## src/crdic_pkg.sv

```systemverilog
package crdic_pkg;

  // ----------------------------------------------------------------------
  // widths and constants
  // ----------------------------------------------------------------------
  localparam int          CRDIC_IRQ_W      = 32;
  localparam int          CRDIC_ADDR_W     = 32;
  localparam int          CRDIC_LEVEL_W    = 6;
  localparam int          CRDIC_RSET_W     = 6;
  localparam logic [31:0] CRDIC_MASK_RST   = 32'h0000_0000;
  // core pipeline drain depth and the re-read period while held in reset
  localparam logic [3:0]  CRDIC_DRAIN_CYC  = 4'h4;
  localparam logic [3:0]  CRDIC_PULSE_PER  = 4'h8;
  localparam logic [3:0]  CRDIC_CNT_ZERO   = 4'h0;
  localparam logic [3:0]  CRDIC_CNT_ONE    = 4'h1;
  localparam logic [5:0]  CRDIC_LEVEL_ZERO = 6'h00;

  // ----------------------------------------------------------------------
  // core run states
  // ----------------------------------------------------------------------
  typedef enum logic [4:0] {
    CRDIC_RUN    = 5'b0_0001,
    CRDIC_DRAIN  = 5'b0_0010,
    CRDIC_INRST  = 5'b0_0100,
    CRDIC_PAUSED = 5'b0_1000,
    CRDIC_HSHAKE = 5'b1_0000
  } crdic_state_t;

endpackage : crdic_pkg

```

## src/crdic_if.sv

```systemverilog
`timescale 1ns/1ps
`default_nettype none
// boundary between the core control end and the system side
interface crdic_if;
  import crdic_pkg::*;
  logic                     local_reset_request;
  logic                     reset_acknowledge_pulse;
  logic                     pre_reset_handshake_request;
  logic                     pre_reset_handshake_ack;
  logic                     debug_halt_request;
  logic                     debug_halt_acknowledge;
  logic                     debug_step;
  logic                     debug_resume;
  logic [CRDIC_IRQ_W-1:0]   irq_request;
  logic                     eic_valid;
  logic [CRDIC_ADDR_W-1:0]  eic_handler_addr;
  logic [CRDIC_RSET_W-1:0]  eic_reg_set;
  logic [CRDIC_LEVEL_W-1:0] eic_level;
  logic                     eic_nonmaskable;
  logic                     reset_read_strobe;

  modport core (
    input  local_reset_request, pre_reset_handshake_ack, debug_halt_request,
    input  debug_step, debug_resume, irq_request, eic_valid,
    input  eic_handler_addr, eic_reg_set, eic_level, eic_nonmaskable,
    output reset_acknowledge_pulse, pre_reset_handshake_request,
    output debug_halt_acknowledge, reset_read_strobe
  );
  modport system (
    output local_reset_request, pre_reset_handshake_ack, debug_halt_request,
    output debug_step, debug_resume, irq_request, eic_valid,
    output eic_handler_addr, eic_reg_set, eic_level, eic_nonmaskable,
    input  reset_acknowledge_pulse, pre_reset_handshake_request,
    input  debug_halt_acknowledge, reset_read_strobe
  );
endinterface : crdic_if
`default_nettype wire

```

## src/crdic_sync2.sv

```systemverilog
`timescale 1ns/1ps
`default_nettype none
// two-stage synchroniser for a vector of levels
module crdic_sync2 #(
  parameter int W = 1
) (
  input  wire logic         clk,   // core clock
  input  wire logic         rst,   // async reset, high
  input  wire logic [W-1:0] d,     // raw level
  output logic      [W-1:0] q      // synchronised level
);
  logic [W-1:0] meta;

  // first stage is read only by the second
  always_ff @(posedge clk or posedge rst) begin
    if (rst) begin
      meta <= '0;
      q    <= '0;
    end else begin
      meta <= d;
      q    <= meta;
    end
  end
endmodule : crdic_sync2
`default_nettype wire

```

## src/crdic_core.sv

```systemverilog
`timescale 1ns/1ps
`default_nettype none
// Contract
// - global reset resets core immediately
// - local request: drain pipeline, reset core only
// - requester holds request until acknowledge; crdic_system drops it as soon as the user releases it
// - one-cycle acknowledge, repeated while held
// - stay in reset, periodic discarded reads
// - ignore request while paused by debug
// - halt request pauses, traps, acknowledges
// - halt request while paused ignored
// - pre-reset handshake completes before reset
// - all exceptions use one common address; code: BREAK_ADDR for debug breaks, controller address when external
// - exceptions precise, pipeline drained first; code: debug breaks are taken without waiting for pipe_empty
// - external controller replaces internal one
// - external controller presents one interrupt
// - external level decides service time
// - nonmaskable ignores global enable
// - 32 level-sensitive request inputs
// - enable mask bit n gates input n
// - interrupt iff enable, request, mask
// - nesting allowed, no hardware priority
// - controller owns selection algorithm
module crdic_core
  import crdic_pkg::*;
#(
  parameter bit                    EXT_IRQ_CTRL   = 1'b0,
  parameter bit                    PRE_RESET_HS   = 1'b0,
  parameter logic [CRDIC_ADDR_W-1:0] EXC_ADDR     = 32'h0000_0020,
  parameter logic [CRDIC_ADDR_W-1:0] BREAK_ADDR   = 32'h0000_0040
) (
  input  wire logic                     clk,            // core clock
  input  wire logic                     rst,            // global reset
  crdic_if.core                         sys,            // system side
  input  wire logic                     mask_we,        // mask write
  input  wire logic [CRDIC_IRQ_W-1:0]   mask_wdata,     // mask data
  input  wire logic                     gie_we,         // enable write
  input  wire logic                     gie_wdata,      // enable data
  input  wire logic                     insn_retire,    // pipeline step
  input  wire logic                     pipe_empty,     // no insn in flight
  input  wire logic                     exc_ack,        // handler entered
  input  wire logic [CRDIC_LEVEL_W-1:0] cur_level,      // running level
  output logic      [CRDIC_IRQ_W-1:0]   irq_enable_mask,// mask readback
  output logic                          global_interrupt_enable, // enable
  output logic                          irq_pending,    // interrupt raised
  output logic                          exc_take,       // branch request
  output logic      [CRDIC_ADDR_W-1:0]  exc_target,     // branch address
  output logic      [CRDIC_RSET_W-1:0]  exc_reg_set,    // shadow set
  output logic                          core_in_reset,  // core held
  output logic                          core_paused     // debug paused
);

  // ----------------------------------------------------------------------
  // state record
  // ----------------------------------------------------------------------
  typedef struct packed {
    crdic_state_t             st;
    logic [3:0]               cnt;
    logic                     ack;
    logic                     rd;
    logic                     hack;
    logic [CRDIC_IRQ_W-1:0]   mask;
    logic                     gie;
    logic                     take;
    logic [CRDIC_ADDR_W-1:0]  tgt;
    logic [CRDIC_RSET_W-1:0]  rset;
    logic                     pend;
  } crdic_core_t;

  crdic_core_t r;
  crdic_core_t next_r;

  logic                   rreq_s;
  logic                   hreq_s;
  logic                   hs_ack_s;
  logic [CRDIC_IRQ_W-1:0] irq_s;
  logic                   int_irq;
  logic                   ext_irq;

  // ----------------------------------------------------------------------
  // input synchronisers
  // ----------------------------------------------------------------------
  crdic_sync2 #(.W(1)) u_sync_rreq (
    .clk (clk),
    .rst (rst),
    .d   (sys.local_reset_request),
    .q   (rreq_s)
  );
  crdic_sync2 #(.W(1)) u_sync_hreq (
    .clk (clk),
    .rst (rst),
    .d   (sys.debug_halt_request),
    .q   (hreq_s)
  );
  crdic_sync2 #(.W(1)) u_sync_hs (
    .clk (clk),
    .rst (rst),
    .d   (sys.pre_reset_handshake_ack),
    .q   (hs_ack_s)
  );
  // level-sensitive lines; a drop takes effect the cycle after sampling
  crdic_sync2 #(.W(CRDIC_IRQ_W)) u_sync_irq (
    .clk (clk),
    .rst (rst),
    .d   (sys.irq_request),
    .q   (irq_s)
  );

  // ----------------------------------------------------------------------
  // interrupt conditions
  // ----------------------------------------------------------------------
  // no priority encoding: any enabled line raises the single condition
  assign int_irq = !EXT_IRQ_CTRL && r.gie &&
                   |(irq_s & r.mask);
  // level compared to running level; nonmaskable bypasses the enable
  assign ext_irq = EXT_IRQ_CTRL && sys.eic_valid &&
                   (sys.eic_nonmaskable ||
                    (r.gie && sys.eic_level > cur_level));

  // ----------------------------------------------------------------------
  // next-state logic
  // ----------------------------------------------------------------------
  always_comb begin
    next_r      = r;
    next_r.ack  = 1'b0;
    next_r.rd   = 1'b0;
    next_r.take = 1'b0;
    // mask writes only exist with the internal controller
    if (mask_we && !EXT_IRQ_CTRL) begin
      next_r.mask = mask_wdata;
    end
    if (gie_we) begin
      next_r.gie = gie_wdata;
    end
    next_r.pend = int_irq || ext_irq;
    case (r.st)
      CRDIC_RUN: begin
        if (hreq_s) begin
          next_r.st   = CRDIC_PAUSED;
          next_r.take = 1'b1;
          next_r.tgt  = BREAK_ADDR;
        end else if (rreq_s) begin
          next_r.st  = CRDIC_DRAIN;
          next_r.cnt = CRDIC_DRAIN_CYC;
        end else if (next_r.pend && pipe_empty && !exc_ack) begin
          // taken only on an empty pipe so the fault is precise
          next_r.take = 1'b1;
          if (EXT_IRQ_CTRL) begin
            next_r.tgt  = sys.eic_handler_addr;
            next_r.rset = sys.eic_reg_set;
          end else begin
            next_r.tgt  = EXC_ADDR;
            next_r.rset = '0;
          end
        end
      end
      CRDIC_DRAIN: begin
        // finish in-flight work before resetting
        if (insn_retire && r.cnt != CRDIC_CNT_ZERO) begin
          next_r.cnt = r.cnt - CRDIC_CNT_ONE;
        end
        if (pipe_empty || r.cnt == CRDIC_CNT_ZERO) begin
          if (PRE_RESET_HS) begin
            next_r.st   = CRDIC_HSHAKE;
            next_r.hack = 1'b1;
          end else begin
            next_r.st  = CRDIC_INRST;
            next_r.ack = 1'b1;
            next_r.cnt = CRDIC_PULSE_PER;
          end
        end
      end
      CRDIC_HSHAKE: begin
        if (hs_ack_s) begin
          next_r.hack = 1'b0;
          next_r.st   = CRDIC_INRST;
          next_r.ack  = 1'b1;
          next_r.cnt  = CRDIC_PULSE_PER;
        end
      end
      CRDIC_INRST: begin
        next_r.mask = CRDIC_MASK_RST;
        next_r.gie  = 1'b0;
        if (!rreq_s) begin
          next_r.st = CRDIC_RUN;
        end else if (r.cnt == CRDIC_CNT_ONE) begin
          // re-read of the reset address, data discarded
          next_r.ack = 1'b1;
          next_r.rd  = 1'b1;
          next_r.cnt = CRDIC_PULSE_PER;
        end else begin
          next_r.cnt = r.cnt - CRDIC_CNT_ONE;
        end
      end
      CRDIC_PAUSED: begin
        // halt and reset requests are ignored while paused
        if (sys.debug_resume || sys.debug_step) begin
          next_r.st = CRDIC_RUN;
        end
      end
      default: begin
        next_r.st = CRDIC_RUN;
      end
    endcase
  end

  // ----------------------------------------------------------------------
  // state register; async reset hits at once, nothing waits
  // ----------------------------------------------------------------------
  always_ff @(posedge clk or posedge rst) begin
    if (rst) begin
      r      <= '0;
      r.st   <= CRDIC_RUN;
      r.mask <= CRDIC_MASK_RST;
    end else begin
      r <= next_r;
    end
  end

  // ----------------------------------------------------------------------
  // outputs
  // ----------------------------------------------------------------------
  assign sys.reset_acknowledge_pulse     = r.ack;
  assign sys.reset_read_strobe           = r.rd;
  assign sys.pre_reset_handshake_request = r.hack;
  assign sys.debug_halt_acknowledge      = (r.st == CRDIC_PAUSED);
  assign irq_enable_mask                 = r.mask;
  assign global_interrupt_enable         = r.gie;
  assign irq_pending                     = r.pend;
  assign exc_take                        = r.take;
  assign exc_target                      = r.tgt;
  assign exc_reg_set                     = r.rset;
  assign core_in_reset                   = (r.st == CRDIC_INRST);
  assign core_paused                     = (r.st == CRDIC_PAUSED);

endmodule : crdic_core
`default_nettype wire

```

## src/flat_wrapper.sv

```systemverilog
// flat-port wrapper written by rule: the top's interface ports become plain ports
module crdic_core_flat import crdic_pkg::*;
#(
  parameter bit                    EXT_IRQ_CTRL   = 1'b0,
  parameter bit                    PRE_RESET_HS   = 1'b0,
  parameter logic [CRDIC_ADDR_W-1:0] EXC_ADDR     = 32'h0000_0020,
  parameter logic [CRDIC_ADDR_W-1:0] BREAK_ADDR   = 32'h0000_0040
)
  (clk, rst, mask_we, mask_wdata, gie_we, gie_wdata, insn_retire, pipe_empty, exc_ack, cur_level, irq_enable_mask, global_interrupt_enable, irq_pending, exc_take, exc_target, exc_reg_set, core_in_reset, core_paused, sys_local_reset_request, sys_pre_reset_handshake_ack, sys_debug_halt_request, sys_debug_step, sys_debug_resume, sys_irq_request, sys_eic_valid, sys_eic_handler_addr, sys_eic_reg_set, sys_eic_level, sys_eic_nonmaskable, sys_reset_acknowledge_pulse, sys_pre_reset_handshake_request, sys_debug_halt_acknowledge, sys_reset_read_strobe);
  crdic_if sys_i ();
  input  wire logic clk;
  input  wire logic rst;
  input  wire logic mask_we;
  input  wire logic [CRDIC_IRQ_W-1:0] mask_wdata;
  input  wire logic gie_we;
  input  wire logic gie_wdata;
  input  wire logic insn_retire;
  input  wire logic pipe_empty;
  input  wire logic exc_ack;
  input  wire logic [CRDIC_LEVEL_W-1:0] cur_level;
  output logic      [CRDIC_IRQ_W-1:0] irq_enable_mask;
  output logic global_interrupt_enable;
  output logic irq_pending;
  output logic exc_take;
  output logic      [CRDIC_ADDR_W-1:0] exc_target;
  output logic      [CRDIC_RSET_W-1:0] exc_reg_set;
  output logic core_in_reset;
  output logic core_paused;
  input wire logic [$bits(sys_i.local_reset_request)-1:0] sys_local_reset_request;
  input wire logic [$bits(sys_i.pre_reset_handshake_ack)-1:0] sys_pre_reset_handshake_ack;
  input wire logic [$bits(sys_i.debug_halt_request)-1:0] sys_debug_halt_request;
  input wire logic [$bits(sys_i.debug_step)-1:0] sys_debug_step;
  input wire logic [$bits(sys_i.debug_resume)-1:0] sys_debug_resume;
  input wire logic [$bits(sys_i.irq_request)-1:0] sys_irq_request;
  input wire logic [$bits(sys_i.eic_valid)-1:0] sys_eic_valid;
  input wire logic [$bits(sys_i.eic_handler_addr)-1:0] sys_eic_handler_addr;
  input wire logic [$bits(sys_i.eic_reg_set)-1:0] sys_eic_reg_set;
  input wire logic [$bits(sys_i.eic_level)-1:0] sys_eic_level;
  input wire logic [$bits(sys_i.eic_nonmaskable)-1:0] sys_eic_nonmaskable;
  output wire logic [$bits(sys_i.reset_acknowledge_pulse)-1:0] sys_reset_acknowledge_pulse;
  output wire logic [$bits(sys_i.pre_reset_handshake_request)-1:0] sys_pre_reset_handshake_request;
  output wire logic [$bits(sys_i.debug_halt_acknowledge)-1:0] sys_debug_halt_acknowledge;
  output wire logic [$bits(sys_i.reset_read_strobe)-1:0] sys_reset_read_strobe;
  assign sys_i.local_reset_request = sys_local_reset_request;
  assign sys_i.pre_reset_handshake_ack = sys_pre_reset_handshake_ack;
  assign sys_i.debug_halt_request = sys_debug_halt_request;
  assign sys_i.debug_step = sys_debug_step;
  assign sys_i.debug_resume = sys_debug_resume;
  assign sys_i.irq_request = sys_irq_request;
  assign sys_i.eic_valid = sys_eic_valid;
  assign sys_i.eic_handler_addr = sys_eic_handler_addr;
  assign sys_i.eic_reg_set = sys_eic_reg_set;
  assign sys_i.eic_level = sys_eic_level;
  assign sys_i.eic_nonmaskable = sys_eic_nonmaskable;
  assign sys_reset_acknowledge_pulse = sys_i.reset_acknowledge_pulse;
  assign sys_pre_reset_handshake_request = sys_i.pre_reset_handshake_request;
  assign sys_debug_halt_acknowledge = sys_i.debug_halt_acknowledge;
  assign sys_reset_read_strobe = sys_i.reset_read_strobe;
  crdic_core #(.EXT_IRQ_CTRL(EXT_IRQ_CTRL), .PRE_RESET_HS(PRE_RESET_HS), .EXC_ADDR(EXC_ADDR), .BREAK_ADDR(BREAK_ADDR)) u_core (.clk(clk), .rst(rst), .sys(sys_i), .mask_we(mask_we), .mask_wdata(mask_wdata), .gie_we(gie_we), .gie_wdata(gie_wdata), .insn_retire(insn_retire), .pipe_empty(pipe_empty), .exc_ack(exc_ack), .cur_level(cur_level), .irq_enable_mask(irq_enable_mask), .global_interrupt_enable(global_interrupt_enable), .irq_pending(irq_pending), .exc_take(exc_take), .exc_target(exc_target), .exc_reg_set(exc_reg_set), .core_in_reset(core_in_reset), .core_paused(core_paused));
endmodule
```

## config.mk

```make
export PLATFORM = sky130hd
export DESIGN_NAME = crdic_core_flat
export DESIGN_NICKNAME = d
export VERILOG_FILES = /design/src/crdic_pkg.sv /design/src/crdic_if.sv /design/src/crdic_sync2.sv /design/src/crdic_core.sv /design/src/flat_wrapper.sv
export SDC_FILE = /design/constraint.sdc
export NUM_CORES = 1
export LEC_CHECK = 0
export ABC_AREA = 1
export CORE_MARGIN = 4
export CORE_UTILIZATION = 32
export CTS_BUF_LIST = sky130_fd_sc_hd__clkbuf_4 sky130_fd_sc_hd__clkbuf_8 sky130_fd_sc_hd__clkbuf_16
export CTS_CLUSTER_DIAMETER = 200
export CTS_CLUSTER_SIZE = 8
export DETAILED_ROUTE_END_ITERATION = 10
export DONT_BUFFER_PORTS = 1
export HOLD_SLACK_MARGIN = 0.05
export PLACE_DENSITY_LB_ADDON = 0.1
export SLEW_MARGIN = 20
export SYNTH_ARGS = -nofsm -noshare
export SYNTH_HDL_FRONTEND = slang
export SYNTH_SLANG_ARGS = --single-unit
```

## constraint.sdc

```tcl
create_clock -name clk -period 3.7 [get_ports clk]
set_clock_uncertainty 0.2 [all_clocks]
set_input_delay 0.74 -clock clk [delete_from_list [all_inputs] [get_ports clk]]
set_output_delay 0.74 -clock clk [all_outputs]
set_load 0.005 [all_outputs]
```

Yosys cells after proc, flatten, opt, wreduce, memory -nomap -nowiden
Index checks and enable logic that the tools add are counted.
- add/sub/neg operators: 1
- eq/ne operators: 16
- muxes and demuxes: 23
- bitwise operators: 1
- reduce and logical (&&, ||, !) cells: 17
- operators by type and width (cell ; number):
    39-bit 2-to-1 mux ; 3
    33-bit 2-to-1 mux ; 2
    32-bit AND ; 1
    32-bit 2-to-1 mux ; 1
    32-bit OR reduction ; 1
    5-bit case mux with 5 select lines ; 1
    10-bit 2-to-1 mux ; 2
    4-bit case mux with 4 select lines ; 1
    5-bit 2-to-1 mux ; 3
    4-bit 2-to-1 mux ; 3
    6-bit 2-to-1 mux ; 2
    2-bit inequality test (second input constant) ; 5
    9-bit 2-to-1 mux ; 1
    4-bit nonzero test ; 2
    2-bit by 1-bit inequality test with 1-bit output (second input constant) ; 3
    6-bit AND reduction ; 1
    2-bit nonzero test ; 3
    5-bit by 1-bit equality test with 1-bit output (second input constant) ; 1
    5-bit by 2-bit equality test with 1-bit output (second input constant) ; 1
    5-bit by 3-bit equality test with 1-bit output (second input constant) ; 1
    5-bit by 4-bit equality test with 1-bit output (second input constant) ; 1
    5-bit equality test (second input constant) ; 1
    5-bit AND reduction ; 1
    4-bit by 1-bit equality test with 1-bit output (second input constant) ; 1
    other kinds (11) ; 16
- bits in registers: 148
- input bits: 129
- output and inout bits: 79
- word-level logic and storage cells: 75

Logic depth before layout (Yosys ltp)
- depth after elaboration: 9
- mapped depth: 10

Modules after synthesis
A second synthesis with hierarchy kept.
- cells, all modules: 483
- area total of the unflattened synthesis: 4729.5 µm²
- by module, submodules not included (module ; times used ; cells each ; area each (µm²) ; seq. area each (µm²)):
    crdic_core ; 1 ; 412 ; 3016.6 ; 1177.4
    crdic_sync2 at u_core.u_sync_irq ; 1 ; 65 ; 1605.3 ; 1601.5
    crdic_sync2 at u_core.u_sync_hreq ... ; 2 ; 3 ; 53.8 ; 50.0

Worst setup path before layout
OpenSTA, ideal clock, no wires.
- kind: register to output
- start point: register u_core.r[81] (netlist name)
- end point: output sys_debug_halt_acknowledge
- arrival time: 0.923 ns
- setup slack: 1.837 ns
- stages on the path, launching flop included: 5
- path through: dfrtp_1 -> inv_1 -> nand2_1 -> nor3_1 -> buf_4
- word-level cells in the longest chain between the ends: 1
- RTL lines (item ; line ; text):
    from (decl) ; crdic_core.sv:70 ; crdic_core_t r;
    from (signal assigned) ; crdic_core.sv:216 ; r <= next_r;
    5-bit by 4-bit equality test with 1-bit output ; - ;
    to (decl) ; flat_wrapper.sv:42 ; output wire logic [$bits(sys_i.debug_halt_acknowledge)-1:0] sys_debug_halt_acknowledge;
No other way between the ends.

Worst setup path after layout
Ends and elaborated chain as after synthesis.

==> results.txt <==
----------------------------------------------------
[Power]
  Combinational fraction of design power ... 13.5%
  Sw Share ... 26.74%
  Leakage ... 2.678 nW
  P_sw ... 0.9813 mW
  Worst IR drop on VDD ... 0.3918 mV
  Internal Pwr Total ... 2.689 mW
  Register share of total power ... 41.3%
  Power density over cell area ... 700.6 mW/mm2
  Proportion of power drawn by the clock network ... 45.2%

[Logic synthesis]
  Yosys warning count ... 0
  Count of distinct cell types in the synthesized netlist ... 27
  Register area share after synthesis ... 59.49%
  Synthesized area ... 0.004840 mm2
  Cells after synthesis ... 481
  Avg Cell Area, Syn ... 10.06 um2
  Register bit total from synthesis ... 115

[STA]
  Post-layout min period ... 2.355 ns
  Total count of hold-check failures in the final report ... 0
  Setup violators final ... 0
  Setup repair after global routing missed its margin ... false
  Share of the clock period used by the worst path after layout ... 63.64%
  Transition time at the pin with the least slew margin ... 0.8163 ns
  Fmax ... 424.7 MHz
  Setup_tns ... 0 ns
  Final number of max-transition violations ... 0
  Worst slew margin relative to its limit ... 45.46%
  WHS ... 0.1450 ns

[Critical path]
  Number of cells on the worst reg-to-reg path ... 7
  Arr. time, crit path ... 1.41 ns
  CP Launch Type ... flop
  Setup Crit Path Kind ... flop to output port
  Critical path's slowest cell ... sky130_fd_sc_hd__nor3_1
  Crit. End Element ... output port
  Largest driver fanout on the critical path ... 3
  Critical Path, Cell by Cell ... inv_1 -> nand2_1 -> nor3_1
  Critical path's largest stage delay ... 0.49 ns
  Data required time at the worst endpoint ... 2.76 ns

[Layout]
  Area of all placed cells without fillers ... 0.005239 mm2
  Area growth from synthesis to layout ... 8.247%
  Ratio of cells with drive above 1 in the final layout ... 16.52%
  Net count, final ... 587

[GRT]
  Largest net degree at the start of global routing ... 60
  Tot GR Track Use ... 12.17%
  Vias in the first global route ... 2710
  Global-route wire length before repair ... 15120 um
  Number of antenna violations at the first check in global routing ... 2
  Total congestion overflow after global routing ... 0

[Routing]
  Ratio of routed vias to standard cells ... 4.144
  Length of the first detailed-routing pass in iterations ... 4
  DRT Wirelength ... 9977 um
  DR iter-0 viols ... 107
  Routed length per placed instance ... 15.30 um
  Number of remaining DRC errors ... 0
  Total via count after detailed routing ... 2702
  Post-route ant nets ... 0

[Floorplanning]
  Core ar. ... 0.01470 mm2
  Placement row count ... 44
  Num ports ... 208
  Die height ... 131.0 um
  Effective utilization at floorplan ... 32.92%
  Die width ... 131.0 um
  Die Outline Area ... 0.01716 mm2

[CTS]
  Quantity of gates resized following cts ... 0
  Clock Sinks ... 115
  Total number of H-tree levels ... 4
  Buffers inserted by post-CTS timing repair ... 0
  Root buffer cell ... sky130_fd_sc_hd__clkbuf_16
  Cts hold-fix bufs ... 0
  TritonCTS clock tree ... built
  CTS Buf Count ... 17
  Clk buf depth ... 2
  Clk pin slew, worst setup/hold paths ... 0.05 ns
  Clock latency on the worst-skew pair ... 0.40 ns

[Hold path]
  Hold path cells ... 0
  Worst hold path class ... flop to flop

[Placement]
  HPWL after DPL ... 6930 um
  Final weighted congestion in routability-driven placement ... 0.7329
  Post-placement cell area ... 0.004622 mm2
  Number of input and output port buffers inserted ... 0

[Flow run]
  Number of max-cap violations ... 0

[Outcome]
  Result of the run ... complete, no violations

----------------------------------------------------
## cells in the mapped netlist, drive strengths merged
cell / n / area (um2)
inv: 83 / 311.5
a31oi: 33 / 206.5
buf: 79 / 603.1
ha: 3 / 37.54
clkinv: 1 / 3.750
nor3: 4 / 20.02
o21ai: 9 / 48.79
dfrtp: 114 / 2853
nor4: 2 / 12.51
xor2: 2 / 17.52
nand4: 2 / 12.51
clkbuf: 5 / 18.77
nor2: 49 / 276.5
nor3b: 2 / 15.01
conb: 1 / 3.750
or2: 2 / 12.51
nand2: 80 / 300.3
dfstp: 1 / 26.28
nand3: 9 / 60.06
## power groups by stage
stage / clock network (mW) / logic, mW / registers, mW
6_report: 1.66 / 0.495 / 1.52
3_5_place_dp: 0 / 0.508 / 1.54
5_1_grt: 1.77 / 0.580 / 1.54
2_1_floorplan: 0 / 0.541 / 1.49
4_1_cts: 1.71 / 0.510 / 1.52
3_3_place_gp: 0 / 0.500 / 1.54
## cells by family (layout without fill, tap and decap cells)
group | count (synthesis) | count (layout) | share of synthesized area [%]
buffers and inverters | 168 | 117 | 19.36
AND/OR/NAND/NOR | 150 | 150 | 14.66
flip-flops | 115 | 115 | 59.49
AO/OA/AOI/OAI | 42 | 42 | 5.274
adder cells (fa/ha/maj) | 3 | 3 | 0.7757
XOR/XNOR | 2 | 2 | 0.3620
other | 1 | 39 | 0.07749
## per-stage QoR
| step | instances | power (mW) | worst slack (ns) | utilization, % |
|---|---|---|---|---|
| after detailed placement | 620 | 2.049 | 1.426 | 31.44 |
| after global routing | 652 | 3.888 | 1.264 | 35.64 |
| after global placement | 620 | 2.038 | 1.445 | 31.44 |
| final | 652 | 3.670 | 1.345 | 35.64 |
| after CTS | 650 | 3.742 | 1.315 | 35.59 |
| after floorplan | 517 | 2.031 | 1.361 | - |
## cell usage in the layout, fill, tap and decap left out
cell type,instances
sky130_fd_sc_hd__dfrtp_1,114
sky130_fd_sc_hd__nand2_1,80
sky130_fd_sc_hd__inv_1,78
sky130_fd_sc_hd__conb_1,37
sky130_fd_sc_hd__a31oi_1,33
sky130_fd_sc_hd__nor2_2,31
sky130_fd_sc_hd__clkbuf_16,17
sky130_fd_sc_hd__nor2_1,16
sky130_fd_sc_hd__o21ai_1,7
sky130_fd_sc_hd__nand3_1,6
sky130_fd_sc_hd__inv_2,4
sky130_fd_sc_hd__nor3_1,4
sky130_fd_sc_hd__clkbuf_8,4
sky130_fd_sc_hd__nand3_2,3
sky130_fd_sc_hd__clkinvlp_4,3
sky130_fd_sc_hd__ha_1,3
sky130_fd_sc_hd__clkinv_2,3
sky130_fd_sc_hd__bufinv_16,3
sky130_fd_sc_hd__diode_2,2
sky130_fd_sc_hd__nor2_4,2
sky130_fd_sc_hd__nand4_1,2
sky130_fd_sc_hd__nor3b_1,2
sky130_fd_sc_hd__nor4_1,2
sky130_fd_sc_hd__xor2_1,2
sky130_fd_sc_hd__buf_4,2
sky130_fd_sc_hd__clkinv_1,1
sky130_fd_sc_hd__o21ai_2,1
sky130_fd_sc_hd__or2_4,1
sky130_fd_sc_hd__or2_1,1
sky130_fd_sc_hd__o21ai_0,1
sky130_fd_sc_hd__clkinv_4,1
sky130_fd_sc_hd__buf_12,1
sky130_fd_sc_hd__dfstp_2,1
## registers in the layout (all words and copies together) (netlist names)
signal	cells
u_core.irq_enable_mask	32
u_core.u_sync_irq.meta	32
u_core.u_sync_irq.q	32
u_core.r	8
u_core.exc_target	2
u_core.exc_take	1
u_core.global_interrupt_enable	1
u_core.irq_pending	1
u_core.sys.reset_acknowledge_pulse	1
u_core.sys.reset_read_strobe	1
u_core.u_sync_hreq.meta	1
u_core.u_sync_hreq.q	1
u_core.u_sync_rreq.meta	1
u_core.u_sync_rreq.q	1
## per-layer routing
metal  wire length (um)  GRT usage, %
met3                826         6.301
met1               4387         15.30
met2               4625         17.86
met5                  0             0
met4                137         4.537
## layout make-up
type	count	area, um2
timing repair buffer	3	35.03
clock buffer	21	480.5
clock inverter	9	128.9
sequential	115	2879
inverter	84	319.1
antenna	2	5.005
multi-input combinational	234	1161
fill	1470	9460
tap	184	230.2
## worst paths after layout
kind                                         endpoint                      start  slack (ns)
setup / recovery           sys_debug_halt_acknowledge               u_core.r[81]        1.35
hold / removal                 u_core.u_sync_irq.q[7]  u_core.u_sync_irq.meta[7]        0.14
setup reg to reg           u_core.irq_enable_mask[29]               u_core.r[81]        1.82
hold reg to reg                u_core.u_sync_irq.q[7]  u_core.u_sync_irq.meta[7]        0.14
max in group asynchronous                u_core.r[80]                        rst        2.33
min in group asynchronous   u_core.u_sync_irq.meta[0]                        rst        0.15
## worst max-delay path: cells and delay by family, from the launching register on
kind / cells / cell delay [ns]
and+or+nand+nor: 2 / 0.54
DFF: 1 / 0.40
buffers and inverters: 1 / 0.08
Power figures use the tool's default switching activity.
